**config.mk**
```make
export PLATFORM = sky130hd
export DESIGN_NAME = dsdp_bank
export DESIGN_NICKNAME = d
export VERILOG_FILES = /design/src/logic/dsdp_bank.v
export VERILOG_INCLUDE_DIRS = /design/src /design/src/logic
export SDC_FILE = /design/constraint.sdc
export NUM_CORES = 1
export LEC_CHECK = 0
export ABC_CLOCK_PERIOD_IN_PS = 5000
export BUFFER_PORTS_ARGS = -buffer_cell sky130_fd_sc_hd__buf_2
export CORE_MARGIN = 2
export CORE_UTILIZATION = 28
export CTS_BUF_LIST = sky130_fd_sc_hd__clkbuf_4
export DETAILED_ROUTE_END_ITERATION = 6
export MAX_ROUTING_LAYER = met4
export PLACE_DENSITY = 0.48
export RECOVER_POWER = 100
export SYNTH_ARGS = -nofsm -noshare
export SYNTH_HDL_FRONTEND = slang
export SYNTH_SLANG_ARGS = --single-unit
```
**constraint.sdc**
```tcl
create_clock -name clock -period 5 [get_ports clock]
set_input_delay 0.75 -clock clock [delete_from_list [all_inputs] [get_ports clock]]
set_output_delay 0.75 -clock clock [all_outputs]
set_load 0.05 [all_outputs]
```
**src/logic/dsdp_consts.vh**
```
`ifndef DSDP_CONSTS_VH
`define DSDP_CONSTS_VH
// ****************************************
// Register offsets (Modbus addresses, hex)
// ****************************************
`define DSDP_ADDR_DIP_IMAGE 16'h025A
`define DSDP_ADDR_STATE 16'h1B04
`define DSDP_ADDR_TEMP 16'h1C24
`define DSDP_ADDR_BAUD 16'h4120
// No printed address; chosen
`define DSDP_ADDR_NODE 16'hF000
// ****************************************
// Drive state word fields
// ****************************************
`define DSDP_ST_RTSO 0
`define DSDP_ST_SWON 1
`define DSDP_ST_OPEN 2
`define DSDP_ST_OPEN2 3
`define DSDP_ST_VOLT 4
`define DSDP_ST_QSTOP 5
`define DSDP_ST_SOD 6
`define DSDP_ST_ERR0 7
`define DSDP_ST_HALT 8
`define DSDP_ST_REMOTE 9
`define DSDP_ST_TGT 10
`define DSDP_ST_LIMIT 11
`define DSDP_ST_MODE 12
`define DSDP_ST_MERR 13
`define DSDP_ST_MDONE 14
`define DSDP_ST_REFOK 15
// ****************************************
// Switch image and bit rate codes
// ****************************************
`define DSDP_SW_BITS 12
`define DSDP_SW_CHG_BIT 15
`define DSDP_BAUD_50K 4'h2
`define DSDP_BAUD_125K 4'h3
`define DSDP_BAUD_250K 4'h4
`define DSDP_BAUD_500K 4'h5
`define DSDP_BAUD_1M 4'h7
`define DSDP_BAUD_PARAM 4'h9
`define DSDP_ZERO16 16'h0000
// Edges spent filling the switch synchroniser before capture
`define DSDP_BOOT_WAIT 2'h2
`endif
```
**src/logic/dsdp_bank.v**
```verilog
// How it works
// - State bits 0,1,2: ready-to-switch-on, switched-on, operation-enabled
// - Bit 4 voltage enabled, bit 5 quick stop, bit 6 switch-on disabled
// - Bit 7 class 0 error present, bit 8 halt request active
// - Bit 9 remote, bit 10 target reached, bit 11 internal limit
// - Bit 12 mode-specific, 13 motion error, 14 motion done, 15 homing valid
// - Node address shown; switch changes take effect only after next power-on
// - Bit rate codes 2,3,4,5,7 mean 50k,125k,250k,500k,1M
// - Code 9 takes bit rate from configured parameter instead
// - Codes 0,1,6,8 and above 9 are unsupported and flagged invalid
// - Switch image bits 0-11 switch positions, bits 12-14 reserved zero
// - Switch image bit 15 set when switches changed since power-on
`timescale 1ns/1ps
`include "dsdp_consts.vh"
module dsdp_bank #(
  parameter SW_W = 12,
  parameter ADDR_W = 16,
  parameter BAUD_W = 4
) (
  // Clock and reset
  input wire clock,
  input wire rst,
  // Drive state sources
  input wire st_rtso,
  input wire st_swon,
  input wire st_open,
  input wire st_volt,
  input wire st_qstop,
  input wire st_sod,
  input wire st_err0,
  input wire st_halt,
  input wire st_remote,
  input wire st_tgt,
  input wire st_limit,
  input wire st_mode,
  input wire st_merr,
  input wire st_mdone,
  input wire st_refok,
  input wire [15:0] temp_in,
  // DIP switch pins
  input wire [SW_W-1:0] dip_pins,
  input wire [BAUD_W-1:0] configured_bitrate_param,
  // Parameter access
  input wire rd_en,
  input wire wr_en,
  input wire [ADDR_W-1:0] addr,
  input wire [15:0] wr_data,
  output reg [15:0] rd_data,
  output reg rd_valid,
  output reg rd_err,
  // Decoded link settings
  output reg [BAUD_W-1:0] active_bitrate_code,
  output reg bitrate_invalid,
  output reg [7:0] node_addr_out
);
  // ****************************************
  // Switch synchroniser and power-on capture
  // ****************************************
  reg [SW_W-1:0] dip_s1_r;
  reg [SW_W-1:0] dip_s2_r;
  reg [SW_W-1:0] dip_boot_r;
  reg boot_done_r;
  reg [1:0] boot_cnt_r;
  reg sw_chg_r;
  reg [15:0] state_r;
  reg [15:0] temp_r;
  reg [15:0] rd_nxt;
  reg hit_nxt;
  reg [BAUD_W-1:0] baud_nxt;
  reg bad_nxt;
  wire [BAUD_W-1:0] sw_baud;
  wire [7:0] sw_node;
  // Switch layout: low nibble bit rate, upper byte node address
  assign sw_baud = dip_boot_r[BAUD_W-1:0];
  assign sw_node = dip_boot_r[SW_W-1:BAUD_W];

  always @(posedge clock or posedge rst) begin
    if (rst) begin
      dip_s1_r <= {SW_W{1'b0}};
      dip_s2_r <= {SW_W{1'b0}};
      dip_boot_r <= {SW_W{1'b0}};
      boot_done_r <= 1'b0;
      boot_cnt_r <= 2'h0;
      sw_chg_r <= 1'b0;
    end else begin
      dip_s1_r <= dip_pins;
      dip_s2_r <= dip_s1_r;
      // Latched once after reset; later moves wait for next power-on
      // Capture waits for the synchroniser, else reset zeros get latched
      if (!boot_done_r) begin
        if (boot_cnt_r == `DSDP_BOOT_WAIT) begin
          dip_boot_r <= dip_s2_r;
          boot_done_r <= 1'b1;
        end else begin
          boot_cnt_r <= boot_cnt_r + 2'h1;
        end
      end else if (dip_s2_r != dip_boot_r) begin
        sw_chg_r <= 1'b1;
      end
    end
  end

  // ****************************************
  // Bit rate decode
  // ****************************************
  always @* begin
    baud_nxt = sw_baud;
    bad_nxt = 1'b0;
    case (sw_baud)
      `DSDP_BAUD_50K, `DSDP_BAUD_125K, `DSDP_BAUD_250K,
      `DSDP_BAUD_500K, `DSDP_BAUD_1M: begin
        baud_nxt = sw_baud;
      end
      `DSDP_BAUD_PARAM: begin
        baud_nxt = configured_bitrate_param;
      end
      default: begin
        bad_nxt = 1'b1;
      end
    endcase
  end

  // ****************************************
  // Register sampling
  // ****************************************
  always @(posedge clock or posedge rst) begin
    if (rst) begin
      state_r <= `DSDP_ZERO16;
      temp_r <= `DSDP_ZERO16;
      active_bitrate_code <= {BAUD_W{1'b0}};
      bitrate_invalid <= 1'b0;
      node_addr_out <= 8'h00;
    end else begin
      state_r[`DSDP_ST_RTSO] <= st_rtso;
      state_r[`DSDP_ST_SWON] <= st_swon;
      state_r[`DSDP_ST_OPEN] <= st_open;
      state_r[`DSDP_ST_OPEN2] <= st_open;
      state_r[`DSDP_ST_VOLT] <= st_volt;
      state_r[`DSDP_ST_QSTOP] <= st_qstop;
      state_r[`DSDP_ST_SOD] <= st_sod;
      state_r[`DSDP_ST_ERR0] <= st_err0;
      state_r[`DSDP_ST_HALT] <= st_halt;
      state_r[`DSDP_ST_REMOTE] <= st_remote;
      state_r[`DSDP_ST_TGT] <= st_tgt;
      state_r[`DSDP_ST_LIMIT] <= st_limit;
      state_r[`DSDP_ST_MODE] <= st_mode;
      state_r[`DSDP_ST_MERR] <= st_merr;
      state_r[`DSDP_ST_MDONE] <= st_mdone;
      state_r[`DSDP_ST_REFOK] <= st_refok;
      temp_r <= temp_in;
      active_bitrate_code <= baud_nxt;
      bitrate_invalid <= bad_nxt & boot_done_r;
      node_addr_out <= sw_node;
    end
  end

  // ****************************************
  // Read port
  // ****************************************
  always @* begin
    rd_nxt = `DSDP_ZERO16;
    hit_nxt = 1'b1;
    case (addr)
      `DSDP_ADDR_STATE: rd_nxt = state_r;
      `DSDP_ADDR_TEMP: rd_nxt = temp_r;
      `DSDP_ADDR_BAUD: rd_nxt = {{(16-BAUD_W){1'b0}}, sw_baud};
      `DSDP_ADDR_NODE: rd_nxt = {8'h00, sw_node};
      `DSDP_ADDR_DIP_IMAGE: begin
        rd_nxt[SW_W-1:0] = dip_s2_r;
        rd_nxt[`DSDP_SW_CHG_BIT] = sw_chg_r;
      end
      default: hit_nxt = 1'b0;
    endcase
  end

  // Writes never reach storage; wr_data deliberately unused
  always @(posedge clock or posedge rst) begin
    if (rst) begin
      rd_data <= `DSDP_ZERO16;
      rd_valid <= 1'b0;
      rd_err <= 1'b0;
    end else begin
      rd_valid <= rd_en & ~wr_en;
      rd_data <= (rd_en & ~wr_en & hit_nxt) ? rd_nxt : `DSDP_ZERO16;
      rd_err <= (rd_en & ~wr_en & ~hit_nxt) | wr_en;
    end
  end
endmodule // dsdp_bank

```
==> key figures <==
Synthesis
  • Main synth FF type: dfrtp_1
  • Total of warnings raised by yosys: 0
  • Netlist Area Pre-Place: 0.00358 mm2
  • Sequential share of the synthesized area: 71.3%
  • Post-synth ARST share: 100%
  • Syn Area/Cell: 15.9 um2
  • Distinct cell type count after synthesis: 37
  • Post-synth EDFFs: 0
  • #FFs+latches synth: 102
  • Synthesized netlist cell count: 225
  • Post-synthesis net count: 309

Worst setup path
  • Setup crit start kind: input port
  • Crit path launch: addr[1]
  • RR Endpoint: dip_boot_r[2]
  • CP Max Fanout: 16
  • WP data required: 5370 ps
  • Reg2Reg Depth: 4
  • CP Data Arrival Time: 3690 ps
  • Crit Path Category: in -> reg
  • Critical Path End Type: flop
  • Flop-to-flop setup slack: 3370 ps
  • RR Startpoint: boot_cnt_r[0]
  • Critical Path Sink: rd_data[3]

Timing
  • Clock Skew: 16.2 ps
  • Max-slew violations: 62
  • Setup TNS Final: 0 ps
  • Tcrit/Tclk final: 66.4%
  • Pin slew with the least headroom to its limit: 1830 ps
  • Final hold violations: 0
  • Period minus WS final: 3320 ps
  • Worst slew margin: -22.8%
  • Fmax: 301 MHz
  • Final setup margin: 1680 ps
  • Setup repair after global routing missed its margin: false
  • Final Setup Violations: 0

Clocking
  • CTS tree: done
  • CTS sink cnt: 102
  • Inserted Clock Buffers: 9
  • Setup bufs post-CTS: 0
  • Post-CTS resize count: 0
  • Root Buffer: clkbuf_4
  • Worst-path clk slew: 150 ps
  • Insertion delay to the later sink of the worst-skew pair: 440 ps
  • H-tree Lvls: 3
  • Max clock buf depth: 2
  • Hold_buf cts: 0

GRT
  • Global-route wire length before repair: 12400 um
  • GR Overflow Total: 0
  • Largest net degree at the start of global routing: 60
  • Initial antenna violation count: 0
  • Vias in the first global route: 2385
  • GRT Overall Usage: 12.9%

Route
  • DR WL/cell: 16.1 um
  • DRT antenna net count: 0
  • Residual DRC: 0
  • Via count of the routed design: 2227
  • WL final: 8060 um
  • First drt pass iteration count: 6
  • Routed vias/inst: 4.45
  • 1st-iter DRT viols: 117

Die
  • Total core area: 0.0126 mm2
  • Die X: 117 um
  • Initial core utilization: 28.5%
  • Rows: 41
  • Die Area: 0.0137 mm2
  • Chip height: 117 um
  • I/O pins: 114

Power and ir drop
  • Pwr Total: 1440 uW
  • VDD IR-drop max: 0.120 mV
  • PD cells: 331 mW/mm2
  • Pleak: 0.00187 uW

Placed design
  • Placed cell area: 0.00425 mm2
  • PortBufs: 97
  • RePlAce Congestion: 0.783
  • Final HPWL DP: 5450 um
  • Placed insts: 485
  • Pre-CTS setup slack: 1860 ps

Cells and area
  • Final #Nets: 408
  • Synthesis-to-finish area growth: 21.3%
  • Non-Filler Cell Area, Final: 0.00435 mm2
  • Multi-input logic area: 953 um2
  • FF+latch area: 0.00255 mm2
  • Fillers: 1284
  • Ant. Diodes: 0
  • Share of cells above drive strength 1: 33.4%
  • Final Instance Count excl. Fillers: 501

Status
  • Violated checks: capacitance limit, slew limit
  • Outcome: complete, but fails checks

Job
  • Max cap viols: 2

Worst hold path
  • Worst hold path class: reg -> reg
## cells in the final DEF, fill, tap and decap left out, types with 5 or more instances in the layout
master / count
a21oi_2: 6
a22oi_1: 15
clkbuf_1: 34
xor2_1: 12
buf_2: 63
clkbuf_4: 9
nor2_1: 5
dfrtp_1: 102
mux2_2: 12
a222oi_1: 9
## worst max-delay path, stage by stage
cell and delay, ps:
buf_2 100, or4_1 700, nor4_2 1540, a222oi_1 390, a21oi_2 200
## kinds of logic after synthesis
| group | Yosys count | share of synthesized area, % |
|---|---|---|
| muxes | 13 | 4.05 |
| AOI/OAI and AO/OA | 43 | 9.81 |
| xor gates and xnor gates | 14 | 3.42 |
| buffers and inverters | 15 | 2.10 |
| DFF | 102 | 71.3 |
| adders and majority gates | 1 | 0.349 |
| and+or+nand+nor | 37 | 9.01 |
## synthesized netlist by cell type (2+ instances only)
cell type,instances,share of area [%]
dfrtp_1,102,71
a22oi_1,15,3.1
mux2_2,12,3.8
xor2_1,12,2.9
a222oi_1,9,2.5
a21oi_2,6,1.5
inv_1,5,0.52
nor2_1,5,0.52
clkbuf_1,4,0.42
nor2_2,4,0.70
nor4_1,4,0.70
nor4_4,4,2.4
a21oi_1,3,0.42
buf_2,3,0.42
nand2b_1,3,0.52
o21ai_0,3,0.42
or4_4,3,0.94
or4bb_1,3,0.94
a21o_1,2,0.42
buf_6,2,0.63
nand2_1,2,0.21
nand4b_1,2,0.49
or4b_1,2,0.56
xnor2_1,2,0.49
## report_power, final
part | total, uW | internal, uW | switching (uW)
logic | 100 | 34.6 | 65.7
clock network | 461 | 200 | 261
registers | 879 | 859 | 19.7
## area by class of cell
cell class / count / area share [%]
clock inverter: 7 / 2.04
sequential: 102 / 58.7
clock buffer: 9 / 1.55
multi-input combinational: 108 / 21.9
inverter: 5 / 0.461
timing repair buffer: 98 / 10.3
tap: 172 / 4.95
## how the worst min path moves through the flow
stage,cells after the start,to,slack (ps),from
CTS,2,dip_boot_r[8],320,rst
finish,0,dip_s2_r[4],360,dip_s1_r[4]
detailed placement,0,dip_s2_r[10],330,dip_s1_r[10]
global placement,0,dip_s2_r[11],330,dip_s1_r[11]
global route,1,state_r[0],320,st_rtso
floorplan,0,dip_s2_r[0],330,dip_s1_r[0]
## routing by layer
| metal | share of wire [%] | track usage, % |
|---|---|---|
| met3 | 6.5 | 3.76 |
| met4 | 0.78 | 4.55 |
| met5 | 0 | - |
| met2 | 46 | 19.0 |
| met1 | 47 | 17.0 |
## stage by stage
step	utilization [%]	hold slack, ps
after floorplan	-	331
final	34.6	360
after global routing	34.6	324
after global placement	33.8	335
after CTS	35.0	322
after detailed placement	33.8	335
## registers in the layout, indices dropped and copies added, names as in the netlist
| name | flops |
|---|---|
| active_bitrate_code | 4 |
| bitrate_invalid | 1 |
| boot_cnt_r | 2 |
| boot_done_r | 1 |
| dip_boot_r | 12 |
| dip_s1_r | 12 |
| dip_s2_r | 12 |
| node_addr_out | 8 |
| rd_data | 16 |
| rd_err | 1 |
| rd_valid | 1 |
| state_r | 15 |
| sw_chg_r | 1 |
| temp_r | 16 |
No activity file was read; power rests on OpenSTA's default activity.
